==> config.mk <==
export PLATFORM = sky130hd
export DESIGN_NAME = bcse_top
export DESIGN_NICKNAME = d
export VERILOG_FILES = /design/src/rtl/bcse_pkg.sv /design/src/rtl/bcse_status_eval.sv /design/src/rtl/bcse_top.sv
export SDC_FILE = /design/constraint.sdc
export NUM_CORES = 1
export LEC_CHECK = 0
export ABC_AREA = 1
export BUFFER_PORTS_ARGS = -buffer_cell sky130_fd_sc_hd__buf_2
export CORE_MARGIN = 5
export CORE_UTILIZATION = 50
export DETAILED_ROUTE_END_ITERATION = 8
export GPL_TIMING_DRIVEN = 1
export HOLD_SLACK_MARGIN = 0.12
export PLACE_DENSITY = 0.79
export REMOVE_ABC_BUFFERS = 1
export SLEW_MARGIN = 20
export SYNTH_ARGS = -nofsm -noshare
export SYNTH_HDL_FRONTEND = slang
export SYNTH_SLANG_ARGS = --single-unit
==> constraint.sdc <==
create_clock -name aclk -period 1.9 [get_ports aclk]
set_input_delay 0.095 -clock aclk [delete_from_list [all_inputs] [get_ports aclk]]
set_output_delay 0.095 -clock aclk [all_outputs]
set_load 0.01 [all_outputs]
==> src/rtl/bcse_pkg.sv <==
// Constants for the sync-word and status-set evaluation block
package bcse_pkg;

  // ----------------------------------------------------------------
  // Register byte offsets
  // ----------------------------------------------------------------
  localparam logic [7:0] OFS_CFG = 8'h00;
  localparam logic [7:0] OFS_CTRL = 8'h04;
  localparam logic [7:0] OFS_CMD = 8'h08;
  localparam logic [7:0] OFS_DATA = 8'h0c;
  localparam logic [7:0] OFS_GO = 8'h10;
  localparam logic [7:0] OFS_RESULT = 8'h14;
  localparam logic [7:0] OFS_TIMEBASE = 8'h18;
  localparam logic [7:0] OFS_IRQ_STAT = 8'h1c;
  localparam logic [7:0] OFS_IRQ_MASK = 8'h20;

  // ----------------------------------------------------------------
  // Configuration bits
  // ----------------------------------------------------------------
  localparam int CFG_BCAST_CHECK_ENABLE = 0;
  localparam int CFG_EVEN_TIMETAG_FORCE = 2;
  localparam int CFG_TIMETAG_SYNC_ENABLE = 3;
  localparam int CFG_TB32_SELECT = 4;
  localparam int CFG_W = 5;
  localparam logic [4:0] CFG_RESET = 5'h00;

  // ----------------------------------------------------------------
  // Control word bits
  // ----------------------------------------------------------------
  localparam int CW_SYNC_TIMETAG_SELECT = 15;
  localparam int CW_MSG_ERROR_IGNORE = 14;
  localparam int CW_SRQ_IGNORE = 13;
  localparam int CW_BUSY_IGNORE = 12;
  localparam int CW_SUBSYS_IGNORE = 11;
  localparam int CW_TFLAG_IGNORE = 10;
  localparam int CW_RSV_IGNORE = 9;
  localparam int CW_BCAST_EXPECTED_FLAG = 5;

  // ----------------------------------------------------------------
  // Command and status word fields
  // ----------------------------------------------------------------
  localparam int ADDR_HI = 15;
  localparam int ADDR_LO = 11;
  localparam int CMD_TR = 10;
  localparam int CMD_SA_HI = 9;
  localparam int CMD_SA_LO = 5;
  localparam int CMD_MC_HI = 4;
  localparam int CMD_MC_LO = 0;
  localparam logic [4:0] SA_MODE_A = 5'h00;
  localparam logic [4:0] SA_MODE_B = 5'h1f;
  localparam logic [4:0] SYNC_WITH_DATA_MODE_CODE = 5'h11;
  localparam int ST_MSG_ERROR = 10;
  localparam int ST_SRQ = 8;
  localparam int ST_RSV_HI = 7;
  localparam int ST_RSV_LO = 5;
  localparam int ST_BCAST_RCVD = 4;
  localparam int ST_BUSY = 3;
  localparam int ST_SUBSYS = 2;
  localparam int ST_TFLAG = 0;

  // ----------------------------------------------------------------
  // Interrupt bits and AXI responses
  // ----------------------------------------------------------------
  localparam int IRQ_SENT = 0;
  localparam int IRQ_DONE = 1;
  localparam int IRQ_STATUS_SET = 2;
  localparam int IRQ_W = 3;
  localparam logic [1:0] RESP_OKAY = 2'h0;
  localparam logic [1:0] RESP_SLVERR = 2'h2;

endpackage : bcse_pkg

==> src/rtl/bcse_status_eval.sv <==
// Status-set cause evaluation for one received status word
module bcse_status_eval
  import bcse_pkg::*;
(
  // Message context
  input wire logic [15:0] ctrl_word,
  input wire logic [15:0] cmd_word,
  input wire logic bcast_check_enable,
  // Received status word
  input wire logic [15:0] status_word,
  // Causes: 0 msg error, 1 other masks, 2 broadcast, 3 address
  output logic [3:0] causes,
  output logic status_set
);

  logic me_cause;
  logic srq_cause;
  logic busy_cause;
  logic subsys_cause;
  logic tflag_cause;
  logic rsv_cause;
  logic bc_exp;
  logic bc_rcvd;

  assign me_cause = ~ctrl_word[CW_MSG_ERROR_IGNORE]
                    & status_word[ST_MSG_ERROR];

  assign srq_cause = ~ctrl_word[CW_SRQ_IGNORE] & status_word[ST_SRQ];
  assign busy_cause = ~ctrl_word[CW_BUSY_IGNORE] & status_word[ST_BUSY];
  assign subsys_cause = ~ctrl_word[CW_SUBSYS_IGNORE]
                        & status_word[ST_SUBSYS];
  assign tflag_cause = ~ctrl_word[CW_TFLAG_IGNORE] & status_word[ST_TFLAG];
  assign rsv_cause = ~ctrl_word[CW_RSV_IGNORE]
                     & (|status_word[ST_RSV_HI:ST_RSV_LO]);

  assign bc_exp = ctrl_word[CW_BCAST_EXPECTED_FLAG];
  assign bc_rcvd = status_word[ST_BCAST_RCVD];

  assign causes[0] = me_cause;
  assign causes[1] = srq_cause | busy_cause | subsys_cause | tflag_cause
                     | rsv_cause;
  assign causes[2] = bcast_check_enable ? (~bc_exp & bc_rcvd)
                                        : (bc_exp ^ bc_rcvd);
  assign causes[3] = status_word[ADDR_HI:ADDR_LO] != cmd_word[ADDR_HI:ADDR_LO];
  assign status_set = |causes;

endmodule // bcse_status_eval

==> src/rtl/bcse_top.sv <==
// Message sync-word source and status-set evaluator behind AXI4-Lite
module bcse_top
  import bcse_pkg::*;
(
  // Clock and reset
  input wire logic aclk,
  input wire logic aresetn,
  // AXI4-Lite write address and data
  input wire logic [7:0] s_axi_awaddr,
  input wire logic s_axi_awvalid,
  output logic s_axi_awready,
  input wire logic [31:0] s_axi_wdata,
  input wire logic [3:0] s_axi_wstrb,
  input wire logic s_axi_wvalid,
  output logic s_axi_wready,
  // AXI4-Lite write response
  output logic [1:0] s_axi_bresp,
  output logic s_axi_bvalid,
  input wire logic s_axi_bready,
  // AXI4-Lite read
  input wire logic [7:0] s_axi_araddr,
  input wire logic s_axi_arvalid,
  output logic s_axi_arready,
  output logic [31:0] s_axi_rdata,
  output logic [1:0] s_axi_rresp,
  output logic s_axi_rvalid,
  input wire logic s_axi_rready,
  // Word to the bus encoder
  output logic tx_valid,
  output logic [15:0] tx_word,
  // Status word from the bus decoder
  input wire logic rx_status_valid,
  input wire logic [15:0] rx_status_word,
  // Message result
  output logic result_valid,
  output logic status_set,
  output logic irq
);

  // ----------------------------------------------------------------
  // Declarations
  // ----------------------------------------------------------------
  logic awready_r, wready_r, bvalid_r, arready_r, rvalid_r;
  logic [1:0] bresp_r, rresp_r;
  logic [31:0] rdata_r;
  logic [7:0] awaddr_r, araddr_q;
  logic [31:0] wdata_r;
  logic [3:0] wstrb_r;
  logic [CFG_W-1:0] cfg_r;
  logic [15:0] ctrl_r, cmd_r, data_r, last_status_r;
  logic [31:0] tb_r, tb_nxt;
  logic busy_r, tx_valid_r, result_valid_r, status_set_r, irq_r;
  logic [15:0] tx_word_r, sync_word;
  logic [IRQ_W-1:0] irq_stat_r, irq_mask_r, irq_ev, irq_stat_nxt;
  logic aw_hs, w_hs, ar_hs, wr_do, wr_hit, rd_hit;
  logic [31:0] rd_word;
  logic start, is_mode_cmd, is_sync, use_tt, rx_take;
  logic [3:0] causes;
  logic eval_set;

  // ----------------------------------------------------------------
  // Bus handshakes and decode
  // ----------------------------------------------------------------
  assign aw_hs = s_axi_awvalid & awready_r;
  assign w_hs = s_axi_wvalid & wready_r;
  assign ar_hs = s_axi_arvalid & arready_r;
  // Both halves held and no response pending
  assign wr_do = ~awready_r & ~wready_r & ~bvalid_r;
  assign wr_hit = awaddr_r == OFS_CFG || awaddr_r == OFS_CTRL
                  || awaddr_r == OFS_CMD || awaddr_r == OFS_DATA
                  || awaddr_r == OFS_GO || awaddr_r == OFS_IRQ_STAT
                  || awaddr_r == OFS_IRQ_MASK;
  assign rd_hit = wr_hit_rd(s_axi_araddr);

  function automatic logic wr_hit_rd(input logic [7:0] a);
    wr_hit_rd = a == OFS_CFG || a == OFS_CTRL || a == OFS_CMD
                || a == OFS_DATA || a == OFS_GO || a == OFS_RESULT
                || a == OFS_TIMEBASE || a == OFS_IRQ_STAT
                || a == OFS_IRQ_MASK;
  endfunction

  // Byte-lane merge for 16-bit registers
  function automatic logic [15:0] merge16(input logic [15:0] old,
                                          input logic [31:0] nw,
                                          input logic [3:0] strb);
    merge16 = {strb[1] ? nw[15:8] : old[15:8],
               strb[0] ? nw[7:0] : old[7:0]};
  endfunction

  // Read data selection
  assign araddr_q = s_axi_araddr;
  assign rd_word =
    araddr_q == OFS_CFG ? {27'h0, cfg_r} :
    araddr_q == OFS_CTRL ? {16'h0, ctrl_r} :
    araddr_q == OFS_CMD ? {16'h0, cmd_r} :
    araddr_q == OFS_DATA ? {16'h0, data_r} :
    araddr_q == OFS_GO ? {31'h0, busy_r} :
    araddr_q == OFS_RESULT ? {15'h0, status_set_r, last_status_r} :
    araddr_q == OFS_TIMEBASE ? tb_r :
    araddr_q == OFS_IRQ_STAT ? {29'h0, irq_stat_r} :
    araddr_q == OFS_IRQ_MASK ? {29'h0, irq_mask_r} : 32'h0;

  // ----------------------------------------------------------------
  // Message start and sync word source
  // ----------------------------------------------------------------
  assign start = wr_do & (awaddr_r == OFS_GO) & wstrb_r[0] & wdata_r[0]
                 & ~busy_r;
  assign is_mode_cmd = cmd_r[CMD_SA_HI:CMD_SA_LO] == SA_MODE_A
                       || cmd_r[CMD_SA_HI:CMD_SA_LO] == SA_MODE_B;
  assign is_sync = is_mode_cmd & ~cmd_r[CMD_TR]
                   & (cmd_r[CMD_MC_HI:CMD_MC_LO] == SYNC_WITH_DATA_MODE_CODE);
  // option gated by enable and code
  assign use_tt = is_sync & ctrl_r[CW_SYNC_TIMETAG_SELECT]
                  & cfg_r[CFG_TIMETAG_SYNC_ENABLE];
  assign sync_word = use_tt
    ? {tb_r[15:1], tb_r[0] & ~cfg_r[CFG_EVEN_TIMETAG_FORCE]} : data_r;
  assign rx_take = rx_status_valid & busy_r;

  // Time base: 16-bit wrap unless 32-bit selected
  assign tb_nxt = cfg_r[CFG_TB32_SELECT] ? tb_r + 32'h1
                  : {16'h0, tb_r[15:0] + 16'h1};

  // Interrupt events and write-one-to-clear
  assign irq_ev = {rx_take & eval_set, rx_take, start};
  assign irq_stat_nxt =
    (irq_stat_r & ~((wr_do && awaddr_r == OFS_IRQ_STAT && wstrb_r[0])
                    ? wdata_r[IRQ_W-1:0] : {IRQ_W{1'b0}})) | irq_ev;

  // ----------------------------------------------------------------
  // Status evaluation
  // ----------------------------------------------------------------
  // cause evaluation
  bcse_status_eval u_eval (
    .ctrl_word(ctrl_r),
    .cmd_word(cmd_r),
    .bcast_check_enable(cfg_r[CFG_BCAST_CHECK_ENABLE]),
    .status_word(rx_status_word),
    .causes(causes),
    .status_set(eval_set)
  );

  // ----------------------------------------------------------------
  // AXI channel state
  // ----------------------------------------------------------------
  always_ff @(posedge aclk) begin
    if (!aresetn) begin
      awready_r <= 1'b1;
      wready_r <= 1'b1;
      bvalid_r <= 1'b0;
      bresp_r <= RESP_OKAY;
      awaddr_r <= 8'h00;
      wdata_r <= 32'h0;
      wstrb_r <= 4'h0;
    end else begin
      if (aw_hs) begin
        awready_r <= 1'b0;
        awaddr_r <= s_axi_awaddr;
      end
      if (w_hs) begin
        wready_r <= 1'b0;
        wdata_r <= s_axi_wdata;
        wstrb_r <= s_axi_wstrb;
      end
      if (wr_do) begin
        bvalid_r <= 1'b1;
        bresp_r <= wr_hit ? RESP_OKAY : RESP_SLVERR;
      end else if (bvalid_r && s_axi_bready) begin
        bvalid_r <= 1'b0;
        awready_r <= 1'b1;
        wready_r <= 1'b1;
      end
    end
  end

  // Read channel
  always_ff @(posedge aclk) begin
    if (!aresetn) begin
      arready_r <= 1'b1;
      rvalid_r <= 1'b0;
      rdata_r <= 32'h0;
      rresp_r <= RESP_OKAY;
    end else if (ar_hs) begin
      arready_r <= 1'b0;
      rvalid_r <= 1'b1;
      rdata_r <= rd_word;
      rresp_r <= rd_hit ? RESP_OKAY : RESP_SLVERR;
    end else if (rvalid_r && s_axi_rready) begin
      arready_r <= 1'b1;
      rvalid_r <= 1'b0;
    end
  end

  // ----------------------------------------------------------------
  // Software registers
  // ----------------------------------------------------------------
  always_ff @(posedge aclk) begin
    if (!aresetn) begin
      cfg_r <= CFG_RESET;
      ctrl_r <= 16'h0000;
      cmd_r <= 16'h0000;
      data_r <= 16'h0000;
      irq_mask_r <= {IRQ_W{1'b0}};
      irq_stat_r <= {IRQ_W{1'b0}};
      tb_r <= 32'h0;
    end else begin
      tb_r <= tb_nxt;
      irq_stat_r <= irq_stat_nxt;
      if (wr_do && awaddr_r == OFS_CFG && wstrb_r[0])
        cfg_r <= wdata_r[CFG_W-1:0];
      if (wr_do && awaddr_r == OFS_CTRL)
        ctrl_r <= merge16(ctrl_r, wdata_r, wstrb_r);
      if (wr_do && awaddr_r == OFS_CMD)
        cmd_r <= merge16(cmd_r, wdata_r, wstrb_r);
      if (wr_do && awaddr_r == OFS_IRQ_MASK && wstrb_r[0])
        irq_mask_r <= wdata_r[IRQ_W-1:0];
      // sent sync word saved in data block
      if (start && is_sync)
        data_r <= sync_word;
      else if (wr_do && awaddr_r == OFS_DATA)
        data_r <= merge16(data_r, wdata_r, wstrb_r);
    end
  end

  // ----------------------------------------------------------------
  // Message sequencing and result
  // ----------------------------------------------------------------
  always_ff @(posedge aclk) begin
    if (!aresetn) begin
      busy_r <= 1'b0;
      tx_valid_r <= 1'b0;
      tx_word_r <= 16'h0000;
      result_valid_r <= 1'b0;
      status_set_r <= 1'b0;
      last_status_r <= 16'h0000;
      irq_r <= 1'b0;
    end else begin
      tx_valid_r <= start;
      result_valid_r <= rx_take;
      irq_r <= |(irq_stat_nxt & irq_mask_r);
      if (start) begin
        busy_r <= 1'b1;
        tx_word_r <= sync_word;
      end else if (rx_take) begin
        busy_r <= 1'b0;
      end
      // latched OR of causes on status arrival
      if (rx_take) begin
        status_set_r <= eval_set;
        last_status_r <= rx_status_word;
      end
    end
  end

  // Output drive
  assign s_axi_awready = awready_r;
  assign s_axi_wready = wready_r;
  assign s_axi_bvalid = bvalid_r;
  assign s_axi_bresp = bresp_r;
  assign s_axi_arready = arready_r;
  assign s_axi_rvalid = rvalid_r;
  assign s_axi_rdata = rdata_r;
  assign s_axi_rresp = rresp_r;
  assign tx_valid = tx_valid_r;
  assign tx_word = tx_word_r;
  assign result_valid = result_valid_r;
  assign status_set = status_set_r;
  assign irq = irq_r;

  // ----------------------------------------------------------------
  // Assertions
  // ----------------------------------------------------------------
  // non-sync messages untouched
  a_sync_only_code: assert property (
    @(posedge aclk) disable iff (!aresetn)
    start && !is_sync |=> tx_valid_r && tx_word_r == $past(data_r))
    else $error("option changed a non-sync message word");

  a_sync_from_ram: assert property (
    @(posedge aclk) disable iff (!aresetn)
    start && is_sync && !(ctrl_r[CW_SYNC_TIMETAG_SELECT]
      && cfg_r[CFG_TIMETAG_SYNC_ENABLE])
    |=> tx_word_r == $past(data_r))
    else $error("sync word not taken from data block");

  a_sync_from_tb: assert property (
    @(posedge aclk) disable iff (!aresetn)
    start && use_tt |=> tx_word_r[15:1] == $past(tb_r[15:1]))
    else $error("sync word not taken from time base");

  a_even_force: assert property (
    @(posedge aclk) disable iff (!aresetn)
    start && use_tt |=> tx_word_r[0] ==
      ($past(tb_r[0]) && !$past(cfg_r[CFG_EVEN_TIMETAG_FORCE])))
    else $error("time-tag bit zero wrong");

  a_sync_writeback: assert property (
    @(posedge aclk) disable iff (!aresetn)
    start && is_sync |=> data_r == tx_word_r ##1 tx_valid_r == 1'b0)
    else $error("sent sync word not saved");

  a_me_flag: assert property (
    @(posedge aclk) disable iff (!aresetn)
    rx_take && !ctrl_r[CW_MSG_ERROR_IGNORE] && rx_status_word[ST_MSG_ERROR]
    |=> result_valid_r && status_set_r)
    else $error("message error not flagged");

  a_me_ignore: assert property (
    @(posedge aclk) disable iff (!aresetn)
    rx_take && ctrl_r[CW_MSG_ERROR_IGNORE] && rx_status_word[ST_MSG_ERROR]
    && causes[3:1] == 3'h0 |=> !status_set_r)
    else $error("masked message error counted");

  a_mask_pairs: assert property (
    @(posedge aclk) disable iff (!aresetn)
    causes[1] == ((!ctrl_r[CW_SRQ_IGNORE] && rx_status_word[ST_SRQ])
      || (!ctrl_r[CW_BUSY_IGNORE] && rx_status_word[ST_BUSY])
      || (!ctrl_r[CW_SUBSYS_IGNORE] && rx_status_word[ST_SUBSYS])
      || (!ctrl_r[CW_TFLAG_IGNORE] && rx_status_word[ST_TFLAG])
      || (!ctrl_r[CW_RSV_IGNORE]
          && rx_status_word[ST_RSV_HI:ST_RSV_LO] != 3'h0)))
    else $error("mask pairing wrong");

  a_bcast_check: assert property (
    @(posedge aclk) disable iff (!aresetn)
    rx_take && (cfg_r[CFG_BCAST_CHECK_ENABLE]
      ? (!ctrl_r[CW_BCAST_EXPECTED_FLAG] && rx_status_word[ST_BCAST_RCVD])
      : (ctrl_r[CW_BCAST_EXPECTED_FLAG] != rx_status_word[ST_BCAST_RCVD]))
    |=> status_set_r && irq_stat_r[IRQ_STATUS_SET])
    else $error("broadcast mismatch not flagged");

  a_addr_match: assert property (
    @(posedge aclk) disable iff (!aresetn)
    rx_take && rx_status_word[ADDR_HI:ADDR_LO] != cmd_r[ADDR_HI:ADDR_LO]
    |=> status_set_r)
    else $error("address mismatch not flagged");

  a_result_or: assert property (
    @(posedge aclk) disable iff (!aresetn)
    rx_take |=> result_valid_r && status_set_r == |$past(causes)
      ##1 !result_valid_r)
    else $error("status-set result wrong");

endmodule // bcse_top

==> metrics.txt <==
deepest clock path buffer count 2; beginning of the critical path awaddr_r[7]$_SDFFE_PN0P_; Final Total Pwr 8.25 mW; worst slack at placement 27.3 ps; Post-synth ARST share 0; number of antenna violations at the first check in global routing 0; Post-synth EDFFs 0; sequential area share after synthesis 0.442; leakage power summed over all cells 4.51 nW; Final GP Congestion 0.954; Die Outline Area between 20000 and 25000 um2; FF+latch count, synth 193; number of nets in the finished design 1511; mean instance size in the synthesized netlist 7.02 um2; post-route clock skew 10.3 ps; Pins Over Slew Limit 0; ant diodes 0; worst-path fanout max 14; type of origin of the critical path flip-flop; Highest Clock Rate 550 MHz; Final WS setup 81.3 ps; share of the synthesized area in the top cell type 0.442; CTS tree built; vias in the first global route about 8400; run status completed; number of buffers created by CTS 17; starting density of the core 0.507; R2R setup slack between 80 and 90 ps; worst min-delay path category input pin to flip-flop; post-synth design cell area ~9000 um2; CTS clk-pin slew, worst paths approximately 70 ps; number of placed I/O pins 137; first-pass detailed-route iteration total 6; worst flop-to-flop path startpoint awaddr_r[7]$_SDFFE_PN0P_; transition time of the tightest slew-check pin around 680 ps; setup repair after global routing missed its margin yes; CP Capture Point ctrl_r[15]$_SDFFE_PN0P_; Finished Layout Cells 1671; leading cell types in the layout, fill and taps excluded nand2_1, dfxtp_1, a21oi_1, nor2_1, inv_1; gate count of the mapped netlist 1245; clk root buf clkbuf_16; number of filler instances in the final layout 1520; ranking of synthesized cells by area dfxtp_1, nand2_1, a21oi_1, o21ai_0, nor2_1; total power per unit cell area 754 nW/um2; share of the core filled with cells 0.635; Yosys warning total 0; H-tree levels 4; required time of the critical path around 2200 ps; Die X-Extent roughly 140 um; prevailing post-synth register cell dfxtp_1; arrival time of the worst setup path 2140 ps; count of nets left with antenna violations after detail routing 0; worst slew margin relative to its limit 0.549; post-detail-place hpwl 18800 um; Final Routed Wirelength 25800 um; type of the worst setup path flip-flop to flip-flop; Iteration-0 DRC Markers 821; setup violators final 0; hold violation total from the final report 0; global-route congestion overflow total 0; maximum VDD drop 0.000614 V; Site Rows 48; setup TNS 0 ps; placed cell count 1585; Reg2Reg Depth 8; clock network latency to the later pin of the worst-skew pair 440 ps; most common cell after layout, fill and taps aside nand2_1; first-pass GRT wire length between 40000 and 50000 um; cell type with the largest total area after synthesis dfxtp_1; CTS sink cnt 193; Post-route DRC 0; Period Utilization, post-route 0.957; core area between 15000 and 20000 um2; number of distinct library cells after synthesis 40; Overall Global Routing Usage 0.256; total number of vias 8908; post-detailed-route via-to-cell ratio around 5.3; Reg2Reg Capture Point ctrl_r[15]$_SDFFE_PN0P_; Die Y-Extent 142 um; max-cap check violation count 0; synthesis-to-finish area growth 25.3%; shortest period the worst path allows 1820 ps; average wire length per cell after detail routing 15.4 um; maximum number of pins on one net before global-route repair 58; layout cells sized above 1 0.174; hold depth 4; crit end category flip-flop; Port Buf Inserts 116; start point of the worst min-delay path aresetn
-- logic make-up (layout without fill, tap and decap cells) --
kind of cell | count (synthesis) | count (layout) | synth area share
and+or+nand+nor | 518 | 518 | 0.259
AOI/OAI and AO/OA | 330 | 330 | 0.200
buffers and inverters | 196 | 396 | 0.0908
DFF | 193 | 193 | 0.442
xor gates and xnor gates | 5 | 5 | 0.00501
adders and majority gates | 2 | 2 | 0.00286
other | 1 | 2 | 0.000429
-- Yosys cell counts, types with 5 or more instances --
cell / count
nand2_1: 226
nand3_1: 65
a211oi_1: 5
o21ai_0: 125
dfxtp_1: 193
inv_1: 140
a31oi_1: 6
or2_2: 6
buf_2: 13
nand2_2: 10
xor2_1: 5
nor3_1: 20
a21oi_1: 149
nor2_2: 8
o21ai_1: 15
nor2_1: 146
nand4_1: 13
clkbuf_1: 32
o211ai_1: 23
-- where the power goes --
group / leakage (nW) / switching (mW) / internal (mW)
registers: 1.56 / 0.0617 / 4.11
logic: 2.68 / 0.381 / 0.258
clock network: 0.266 / 1.68 / 1.76
total: 4.51 / 2.13 / 6.13
-- worst min path at each step --
| stage | end | slack [ps] |
|---|---|---|
| 5_1_grt | tb_r[1]$_SDFF_PN0_ | 210 |
| 3_3_place_gp | s_axi_awready$_SDFF_PN1_ | 320 |
| 6_report | tb_r[1]$_SDFF_PN0_ | 200 |
| 4_1_cts | data_r[14]$_SDFFE_PN0P_ | 180 |
| 2_1_floorplan | s_axi_arready$_SDFFE_PN1P_ | 160 |
| 3_5_place_dp | s_axi_wready$_SDFF_PN1_ | 330 |
-- area by class of cell --
| cell class | count | area [um2] | share of cell area |
|---|---|---|---|
| multi-input combinational | 857 | 4170 | 0.381 |
| clock inverter | 14 | 121 | 0.0111 |
| sequential | 193 | 3870 | 0.354 |
| tap | 225 | 282 | 0.0257 |
| clock buffer | 18 | 439 | 0.0401 |
| inverter | 142 | 537 | 0.0490 |
| timing repair buffer | 222 | 1530 | 0.140 |
-- routing by layer --
layer  share of wire  up-vias  wire length, um  GRT usage
met3           0.071       40             1820     0.0440
met1            0.43     4074            11100      0.336
met5               0        -                0          0
met4           0.022        0              573     0.0889
met2            0.48      312            12300      0.427
li1                -     4482                -          -
-- critical path, stage by stage (launching register included) --
cell and delay (ps):
dfxtp_1 320, nor2_2 140, nand2_2 90, nor2_4 160
nand2_4 80, nor4_4 320, nand2_2 270, o21ai_0 260
a21oi_1 60
-- timing repair --
item | 4_1_cts | 5_1_grt
hold buffers | 50 | 0
hold endpoints to repair | 49 | 0
setup endpoints to repair | 0 | 44
gates resized for setup | 0 | 25
buffers inserted | 0 | 4
-- per-stage QoR --
step	instance area (um2)	hold WS, ps
floorplan	8480	164
finish	11000	197
global route	11000	206
CTS	10800	176
global placement	9760	324
detailed placement	9760	332
-- registers in the layout (all words and copies together), names as in the netlist, 2 cells and up --
name	count
irq_mask_r	3
cmd_r	16
wstrb_r	2
ctrl_r	16
cfg_r	5
tb_r	32
irq_stat_r	3
tx_word	16
last_status_r	16
s_axi_rdata	32
data_r	16
wdata_r	16
awaddr_r	8
(Power assumes the default switching activity.)
